[config.mk]
export PLATFORM = sky130hd
export DESIGN_NAME = gef_ports
export DESIGN_NICKNAME = d
export VERILOG_FILES = /design/src/gef_pkg.sv /design/src/gef_ports.sv
export VERILOG_INCLUDE_DIRS = /design/src
export SDC_FILE = /design/constraint.sdc
export NUM_CORES = 1
export LEC_CHECK = 0
export CORE_UTILIZATION = 45
export DETAILED_ROUTE_END_ITERATION = 8
export DONT_BUFFER_PORTS = 1
export GPL_ROUTABILITY_DRIVEN = 0
export PLACE_DENSITY = 0.6
export SLEW_MARGIN = 40
export SYNTH_ARGS = -nofsm -noshare
export SYNTH_HDL_FRONTEND = slang
export SYNTH_SLANG_ARGS = --single-unit
export TNS_END_PERCENT = 100
[constraint.sdc]
create_clock -name clk -period 3 [get_ports clk]
set_input_delay 0.3 -clock clk [delete_from_list [all_inputs] [get_ports clk]]
set_output_delay 0.3 -clock clk [all_outputs]
set_load 0.02 [all_outputs]
[src/gef_regs.svh]
`ifndef GEF_REGS_SVH
`define GEF_REGS_SVH

// port widths
`define GEF_E_W      8
`define GEF_F_W      7

// register indices; the byte address is four times the index
`define GEF_IDX_E_DATA 8'h08
`define GEF_IDX_F_DATA 8'h09
`define GEF_IDX_E_DIR  8'h0c
`define GEF_IDX_F_DIR  8'h0d

// reset values
`define GEF_E_DIR_RST  8'h00
`define GEF_F_DIR_RST  7'h00
`define GEF_E_OUT_RST  8'h00
`define GEF_F_OUT_RST  7'h00
`define GEF_E_OEN_RST  8'hff
`define GEF_F_OEN_RST  7'h7f
`define GEF_RD_RST     32'h0000_0000
`define GEF_RS_RST     2'h0

// pin positions on the east port
`define GEF_E_SCK      7
`define GEF_E_MOSI     6
`define GEF_E_MISO     5
`define GEF_E_SS       4
`define GEF_E_RXD      1
`define GEF_E_TXD      0

`endif

[src/gef_pkg.sv]
`default_nettype none
`include "gef_regs.svh"

package gef_pkg;

	typedef enum logic {
		GEF_WAIT = 1'b0,
		GEF_ACK  = 1'b1
	} gef_bus_e;

	typedef struct packed {
		logic [`GEF_E_W-1:0] east_latch;
		logic [`GEF_F_W-1:0] fox_latch;
		logic [`GEF_E_W-1:0] east_dir;
		logic [`GEF_F_W-1:0] fox_dir;
		logic [`GEF_E_W-1:0] east_out;
		logic [`GEF_E_W-1:0] east_oe_n;
		logic [`GEF_E_W-1:0] east_lvl;
		logic [`GEF_F_W-1:0] fox_out;
		logic [`GEF_F_W-1:0] fox_oe_n;
		logic [`GEF_F_W-1:0] fox_lvl;
		gef_bus_e            bus;
		logic [31:0]         rdata;
		logic                slverr;
	} gef_state_s;

endpackage

`default_nettype wire

[src/gef_ports.sv]
`timescale 1ns/1ps
`default_nettype none
`include "gef_regs.svh"

// Overview of operation
// - eight software read/write data latch bits for the east port.
// - east direction one drives the latch onto the pin, zero leaves it floating.
// - reset clears all east direction bits, every east pin an input.
// - east data read gives latch where direction is one, pin level where zero.
// - latch writes always land whatever the direction; input pins read unaffected.
// - east pin 7 is serial clock, input as slave, output as master, else gpio.
// - east pin 6 is master-out slave-in while sync serial is on, else gpio.
// - east pin 5 is master-in slave-out while sync serial is on, else gpio.
// - east pin 4 is slave select input only in slave mode; direction ignored there.
// - claimed east pins take direction from the peripheral; reads still follow direction bits.
// - east pins 3 and 2 are timer A channels 1 and 0 per select field.
// - east pin 1 is async serial receive input while async serial is on.
// - east pin 0 is async serial transmit output while async serial is on.
// - seven fox data latch bits, untouched by reset.
// - fox pins 3 to 0 are timer A channels 5 to 2 per select field.
// - fox pins 5 and 4 are timer B channels 1 and 0 per select field.
// - fox direction one enables the output buffer, zero disables it.
// - reset clears all seven fox direction bits.
// - fox data read gives latch where direction is one, pin where zero.
// - timer-claimed fox pins take direction from the timer; reads follow direction bits.
module gef_ports
(
	input  wire logic        clk,
	input  wire logic        reset_n,
	input  wire logic        ce,
	input  wire logic        psel,
	input  wire logic        penable,
	input  wire logic        pwrite,
	input  wire logic [9:0]  paddr,
	input  wire logic [31:0] pwdata,
	input  wire logic [3:0]  pstrb,
	output logic      [31:0] prdata,
	output logic             pready,
	output logic             pslverr,
	input  wire logic [7:0]  east_pin_in,
	output logic      [7:0]  east_pin_out,
	output logic      [7:0]  east_pin_oe_n,
	output logic      [7:0]  east_pin_level,
	input  wire logic [6:0]  fox_pin_in,
	output logic      [6:0]  fox_pin_out,
	output logic      [6:0]  fox_pin_oe_n,
	output logic      [6:0]  fox_pin_level,
	input  wire logic        sync_serial_on,
	input  wire logic        sync_serial_master,
	input  wire logic        sync_serial_clk_out,
	input  wire logic        sync_serial_mosi_out,
	input  wire logic        sync_serial_miso_out,
	input  wire logic        async_serial_on,
	input  wire logic        async_serial_tx_out,
	input  wire logic [11:0] timer_a_chan_edge_level_sel,
	input  wire logic [5:0]  timer_a_chan_oe,
	input  wire logic [5:0]  timer_a_chan_out,
	input  wire logic [3:0]  timer_b_chan_edge_level_sel,
	input  wire logic [1:0]  timer_b_chan_oe,
	input  wire logic [1:0]  timer_b_chan_out
);
	import gef_pkg::*;

	logic [1:0]          rs;
	logic                rst_q;
	gef_state_s          st;
	gef_state_s          next_st;
	logic [5:0]          ta_own;
	logic [1:0]          tb_own;
	logic [7:0]          e_claim;
	logic [7:0]          e_poe;
	logic [7:0]          e_pout;
	logic [6:0]          f_claim;
	logic [6:0]          f_poe;
	logic [6:0]          f_pout;
	logic [7:0]          e_drv;
	logic [7:0]          e_val;
	logic [6:0]          f_drv;
	logic [6:0]          f_val;
	logic [7:0]          e_rd;
	logic [6:0]          f_rd;
	logic [7:0]          idx;
	logic                hit;
	logic [31:0]         rd_word;
	logic                wr_ok;

	// reset release through two flops
	always_ff @(posedge clk or negedge reset_n) begin
		if (!reset_n) begin
			rs <= `GEF_RS_RST;
		end else begin
			rs <= {rs[0], 1'b1};
		end
	end
	assign rst_q = rs[1];

	// a timer channel owns its pin when its edge/level field is non-zero
	genvar gi;
	generate
		for (gi = 0; gi < 6; gi++) begin : g_ta
			assign ta_own[gi] = |timer_a_chan_edge_level_sel[2*gi+1:2*gi];
		end
		for (gi = 0; gi < 2; gi++) begin : g_tb
			assign tb_own[gi] = |timer_b_chan_edge_level_sel[2*gi+1:2*gi];
		end
	endgenerate

	// east pin ownership by the serial blocks and timer A
	assign e_claim[`GEF_E_SCK]  = sync_serial_on;
	assign e_poe[`GEF_E_SCK]    = sync_serial_master;
	assign e_pout[`GEF_E_SCK]   = sync_serial_clk_out;
	assign e_claim[`GEF_E_MOSI] = sync_serial_on;
	assign e_poe[`GEF_E_MOSI]   = sync_serial_master;
	assign e_pout[`GEF_E_MOSI]  = sync_serial_mosi_out;
	assign e_claim[`GEF_E_MISO] = sync_serial_on;
	assign e_poe[`GEF_E_MISO]   = ~sync_serial_master;
	assign e_pout[`GEF_E_MISO]  = sync_serial_miso_out;
	assign e_claim[`GEF_E_SS]   = sync_serial_on & ~sync_serial_master;
	assign e_poe[`GEF_E_SS]     = 1'b0;
	assign e_pout[`GEF_E_SS]    = 1'b0;
	assign e_claim[3:2]         = ta_own[1:0];
	assign e_poe[3:2]           = timer_a_chan_oe[1:0];
	assign e_pout[3:2]          = timer_a_chan_out[1:0];
	assign e_claim[`GEF_E_RXD]  = async_serial_on;
	assign e_poe[`GEF_E_RXD]    = 1'b0;
	assign e_pout[`GEF_E_RXD]   = 1'b0;
	assign e_claim[`GEF_E_TXD]  = async_serial_on;
	assign e_poe[`GEF_E_TXD]    = 1'b1;
	assign e_pout[`GEF_E_TXD]   = async_serial_tx_out;

	// fox pin ownership by the two timers; pin 6 is plain gpio
	assign f_claim[3:0] = ta_own[5:2];
	assign f_poe[3:0]   = timer_a_chan_oe[5:2];
	assign f_pout[3:0]  = timer_a_chan_out[5:2];
	assign f_claim[5:4] = tb_own;
	assign f_poe[5:4]   = timer_b_chan_oe;
	assign f_pout[5:4]  = timer_b_chan_out;
	assign f_claim[6]   = 1'b0;
	assign f_poe[6]     = 1'b0;
	assign f_pout[6]    = 1'b0;

	// claimed pins ignore the direction bits
	assign e_drv = (e_claim & e_poe) | (~e_claim & st.east_dir);
	assign e_val = (e_claim & e_pout) | (~e_claim & st.east_latch);
	assign f_drv = (f_claim & f_poe) | (~f_claim & st.fox_dir);
	assign f_val = (f_claim & f_pout) | (~f_claim & st.fox_latch);

	// direction bits alone pick latch or pin on reads
	assign e_rd = (st.east_dir & st.east_latch) | (~st.east_dir & east_pin_in);
	assign f_rd = (st.fox_dir & st.fox_latch) | (~st.fox_dir & fox_pin_in);

	assign idx = paddr[9:2];
	assign hit = (idx == `GEF_IDX_E_DATA) || (idx == `GEF_IDX_F_DATA) ||
		(idx == `GEF_IDX_E_DIR) || (idx == `GEF_IDX_F_DIR);
	assign wr_ok = pwrite & hit & pstrb[0];

	always_comb begin
		unique case (idx)
			`GEF_IDX_E_DATA: rd_word = {24'h00_0000, e_rd};
			`GEF_IDX_F_DATA: rd_word = {25'h000_0000, f_rd};
			`GEF_IDX_E_DIR:  rd_word = {24'h00_0000, st.east_dir};
			`GEF_IDX_F_DIR:  rd_word = {25'h000_0000, st.fox_dir};
			default:         rd_word = `GEF_RD_RST;
		endcase
	end

	always_comb begin
		next_st = st;
		next_st.east_lvl = east_pin_in;
		next_st.fox_lvl = fox_pin_in;
		// non-driven pins park low so no unknown reaches the pad
		next_st.east_out = e_val & e_drv;
		next_st.east_oe_n = ~e_drv;
		next_st.fox_out = f_val & f_drv;
		next_st.fox_oe_n = ~f_drv;
		unique case (st.bus)
			GEF_WAIT: begin
				if (psel && penable) begin
					next_st.bus = GEF_ACK;
					next_st.slverr = ~hit;
					next_st.rdata = pwrite ? `GEF_RD_RST : rd_word;
				end
			end
			GEF_ACK: begin
				next_st.bus = GEF_WAIT;
				next_st.slverr = 1'b0;
				if (psel && penable && wr_ok) begin
					unique case (idx)
						`GEF_IDX_E_DATA: next_st.east_latch = pwdata[7:0];
						`GEF_IDX_F_DATA: next_st.fox_latch = pwdata[6:0];
						`GEF_IDX_E_DIR:  next_st.east_dir = pwdata[7:0];
						`GEF_IDX_F_DIR:  next_st.fox_dir = pwdata[6:0];
						default:         next_st.east_dir = st.east_dir;
					endcase
				end
			end
		endcase
		if (!ce) begin
			next_st = st;
		end
	end

	// the data latches have no reset term
	always_ff @(posedge clk or negedge rst_q) begin
		if (!rst_q) begin
			st.east_dir <= `GEF_E_DIR_RST;
			st.fox_dir <= `GEF_F_DIR_RST;
			st.east_out <= `GEF_E_OUT_RST;
			st.east_oe_n <= `GEF_E_OEN_RST;
			st.east_lvl <= `GEF_E_OUT_RST;
			st.fox_out <= `GEF_F_OUT_RST;
			st.fox_oe_n <= `GEF_F_OEN_RST;
			st.fox_lvl <= `GEF_F_OUT_RST;
			st.bus <= GEF_WAIT;
			st.rdata <= `GEF_RD_RST;
			st.slverr <= 1'b0;
		end else begin
			st <= next_st;
		end
	end

	assign prdata = st.rdata;
	assign pready = (st.bus == GEF_ACK);
	assign pslverr = st.slverr;
	assign east_pin_out = st.east_out;
	assign east_pin_oe_n = st.east_oe_n;
	assign east_pin_level = st.east_lvl;
	assign fox_pin_out = st.fox_out;
	assign fox_pin_oe_n = st.fox_oe_n;
	assign fox_pin_level = st.fox_lvl;
endmodule

`default_nettype wire

== Word-level counts from Yosys, hierarchy flattened ==
Cells that the tools add are included.
Storage, ports and cells
  register bits: 111
  output and inout bits: 79
  word-level logic and storage cells: 75
Operators by class
  equal/unequal tests: 5
  multiplexer cells: 5
  bitwise operators: 32
  reduce and logical (&&, ||, !) cells: 19
Operator list (count)
  $and 8x8->8: 7
  $and 7x7->7: 5
  $mux 34: 1
  $eq 8x4->1 const B: 4
  $mux 32: 1
  $pmux 8 s4: 1
  $not 8->8: 3
  $or 8x8->8: 3
  $reduce_or 2->1: 8
  $not 7->7: 2
  $or 6x7->7: 2
  $and 6x6->6: 2
  $reduce_and 5->1: 2
  $reduce_and 4->1: 2
  $not 6->7: 1
  $or 7x7->7: 1
  $pmux 1 s2: 2
  $and 1x1->1: 3
  $logic_or 1x1->1: 3
  $not 1->1: 3
  $reduce_and 3->1: 1
  $logic_and 1x1->1: 2
  $ne 2x2->1 const B: 1
  $reduce_and 2->1: 1

== Logic depth before layout (Yosys ltp) ==
  depth after elaboration: 8
  mapped depth: 6
  mapped depth without buffers: 4

== Worst setup path before layout ==
OpenSTA, ideal clock, no wires.
  path type: register to register
  start: register rs[1]
  end: register st[101] in the netlist's numbering (enable)
  library setup time: 0.395 ns
  arrival time: 2.951 ns
  setup slack: -0.346 ns
  stages on the path, launching flop included: 3
  clock period less this slack: 3.346 ns
  path through: dfrtp_1 -> nand4_1 -> nor4_1
On the way
  longest elaborated chain between the ends: 1
RTL lines
  start, declared: RTL line gef_ports.sv:64  | logic [1:0] rs;
  start signal, assigned: RTL line gef_ports.sv:90  | rs <= `GEF_RS_RST;
  start signal, assigned: RTL line gef_ports.sv:92  | rs <= {rs[0], 1'b1};
  $reduce_and 5->1 (no line)
  end signal, assigned: RTL line gef_ports.sv:218  | st <= next_st;
  end, declared: RTL line gef_ports.sv:66  | gef_state_s st;
No other way between the ends.
A chain may end at the register's enable or synchronous reset.

== Worst setup path in the final report ==
  start: register st (netlist bit pready)
  end: register st[93] in the netlist's numbering
On the way
  longest elaborated chain between the ends: 1
RTL lines
  $reduce_and 4->1 (no line)
No other way between the ends.

==> reports/metrics.csv <==
metric,value,unit
skew,12.1,ps
h-tree-depth,3,
p_per_area,561,nW/um^2
status,"complete, no violations",
cts.sinks,87,
path_clk_slew,90,ps
seqPwrFrac,57.8,%
pwr-share-clk,35.3,%
combPwrFrac,6.9,%
drc,0,
p_int,0.00177,W
place_hpwl,6280,um
end_kind,flip-flop,
grt_util_met3,6.45,%
cp_top_family,simple AND/OR/NAND/NOR gates,
drv_slew,0,
path_class,reg -> reg,
met1_usage,24.2,%
synth.distinct_cells,38,
diodes,0,
async_flop_share,82.8,%
cts_tree,done,
ioPinCount,185,
insertion_delay,350,ps
cp.arrival,2360,ps
synth_ff_type,dfrtp_1,
grt_pass1_wl,14200,um
nets,457,
cts_buffer_depth,2,
vias_per_cell,5.36,
finalWirelength,9280,um
worstPathCellList,"nand4_1, nor2_1, nor4b_4, mux2_2",
grt_max_degree,71,
p_sw_share,26.1,%
initial_core_util,46.9,%
antenna_left,0,
grt_pass1_vias,2595,
grt_antenna_before_repair,0,
worstPathRequired,3240,ps
die_area,10200,sq um
setup_tns,0,ps
dieHeight,101,um
ys_top_cells_by_count,"buf_4 (77), dfrtp_1 (57), nor2_1 (49)",
cpPeakStageDelay,650,ps
p_leak,1.78,nW
grtUsageMet2,30.8,%
drive_above_1_share,21.9,%
worst_pin_slew,758,ps
timing.final.crit_period,2120,ps
overflow,0,
synth_edf_count,15,
maxCapViolations,0,
rsz0062_at_grt,false,
synth_top_area_cell,dfrtp_1,
avgSynthCellArea,10.9,sq um
via_count,2602,
synth.most_common_cell,buf_4,
crit_buf_inv,0,
finalHoldViolCount,0,
start_kind,flip-flop,
path_max_fanout,8,
syn2layout_area_growth,-2.79,%
finalCritPeriodShare,70.8,%
io_buffers,0,
r2r_slack,880,ps
setup_viol,0,
p_total,0.00240,W
wl_per_cell,19.1,um
slew_headroom,49.1,%
root_buffer,clkbuf_8,
synthTopCellsByArea,"dfrtp_1 (32%), buf_4 (13%), edfxtp_1 (10%), mux2_2 (10%), dfstp_2 (9.0%)",
cpMaxStageDelayCell,nor4b_4,
synth_top_cell_area_share,32.5,%
fmax,0.471,GHz
synthCells,403,
die_x,101,um
drt_iter0_drc,102,
rows,35,
synth_seq_cells,87,
core_area,9370,sq um
hold_class,in -> reg,
power.switching,0.000625,W
yosysWarnings,0,
track_usage,19.2,%
top_usage_layer,met2,
syn_area,4400,sq um
numCtsBuffers,9,
fin_util,45.6,%
hold_slack,24.7,ps
ir_drop,245,uV
first_pass_iters,4,
synth_seq_area_share,51.7,%
-- path summary, 6_finish.rpt --
kind | startpoint | cells after the start | to
max reg2reg | pready | 4 | st[93]
min | ce | 1 | east_pin_oe_n[4]
max | pready | 4 | st[93]
min reg2reg | rs[0] | 0 | rs[1]
max in group asynchronous | rs[1] | 1 | east_pin_out[4]
min in group asynchronous | reset_n | 1 | rs[1]
-- layout make-up --
cell class	instances	area, sq um
Fill cell	891	5100
Multi-Input combinational cell	240	1550
Timing Repair Buffer	5	46.3
Sequential cell	87	2270
Tap cell	129	161
Inverter	8	30.0
Clock inverter	5	56.3
Clock buffer	11	151
-- stage by stage --
| step | instances | worst slack, ps | instance area [sq um] |
|---|---|---|---|
| after global routing | 485 | 725 | 4270 |
| after global placement | 467 | 917 | 4040 |
| after detailed placement | 467 | 870 | 4050 |
| final | 485 | 877 | 4270 |
| after CTS | 485 | 850 | 4270 |
| after floorplan | 426 | 384 | 4480 |
-- layer usage --
metal | routed length (um) | vias to the layer above
met5 | 0 | -
met4 | 156 | 0
met3 | 725 | 13
met2 | 4310 | 108
met1 | 4080 | 1285
li1 | - | 1196
-- cells in the final DEF (no fill, tap or decap), types with 2 or more instances in the layout --
cell	count
nand3_1	3
nor3b_1	5
dlygate4sd3_1	2
dfstp_2	15
inv_1	8
clkinv_2	2
clkbuf_8	11
nand4_1	4
nand2_1	20
conb_1	25
mux2_2	40
a31oi_1	13
mux2_1	2
a21oi_1	20
edfxtp_1	15
buf_4	2
dfrtp_1	56
o21ai_0	18
a32o_1	6
mux2i_1	11
nor2_1	49
nand3b_1	8
-- cell families (layout without fill, tap and decap cells) --
| group | Yosys count | in the layout | synth area share (%) |
|---|---|---|---|
| other | 2 | 25 | 0.171 |
| buffers and inverters | 99 | 29 | 15.1 |
| AND/OR/NAND/NOR | 98 | 98 | 11.0 |
| multiplexers | 53 | 53 | 13.3 |
| flip-flops | 87 | 87 | 51.7 |
| AO/OA/AOI/OAI | 64 | 64 | 8.83 |
-- what timing repair did --
item                      in CTS  in global routing
buffers inserted               0                  0
hold endpoints to repair       4                  0
gates resized for setup        0                  0
hold buffers                   2                  0
-- sequential cells by signal (all words and copies together), names as in the netlist, 2 cells and up --
name	count
st	30
east_pin_level	8
east_pin_oe_n	8
east_pin_out	8
prdata	8
fox_pin_level	7
fox_pin_oe_n	7
fox_pin_out	7
rs	2
-- power groups by stage --
stage / combinational, W / sequential, W / clock [W]
6_report: 0.000164 / 0.00139 / 0.000847
5_1_grt: 0.000186 / 0.00140 / 0.000923
3_5_place_dp: 0.000164 / 0.00141 / 0
3_3_place_gp: 0.000159 / 0.00141 / 0
4_1_cts: 0.000167 / 0.00139 / 0.000872
2_1_floorplan: 0.000319 / 0.00134 / 0
(Power assumes the default switching activity.)
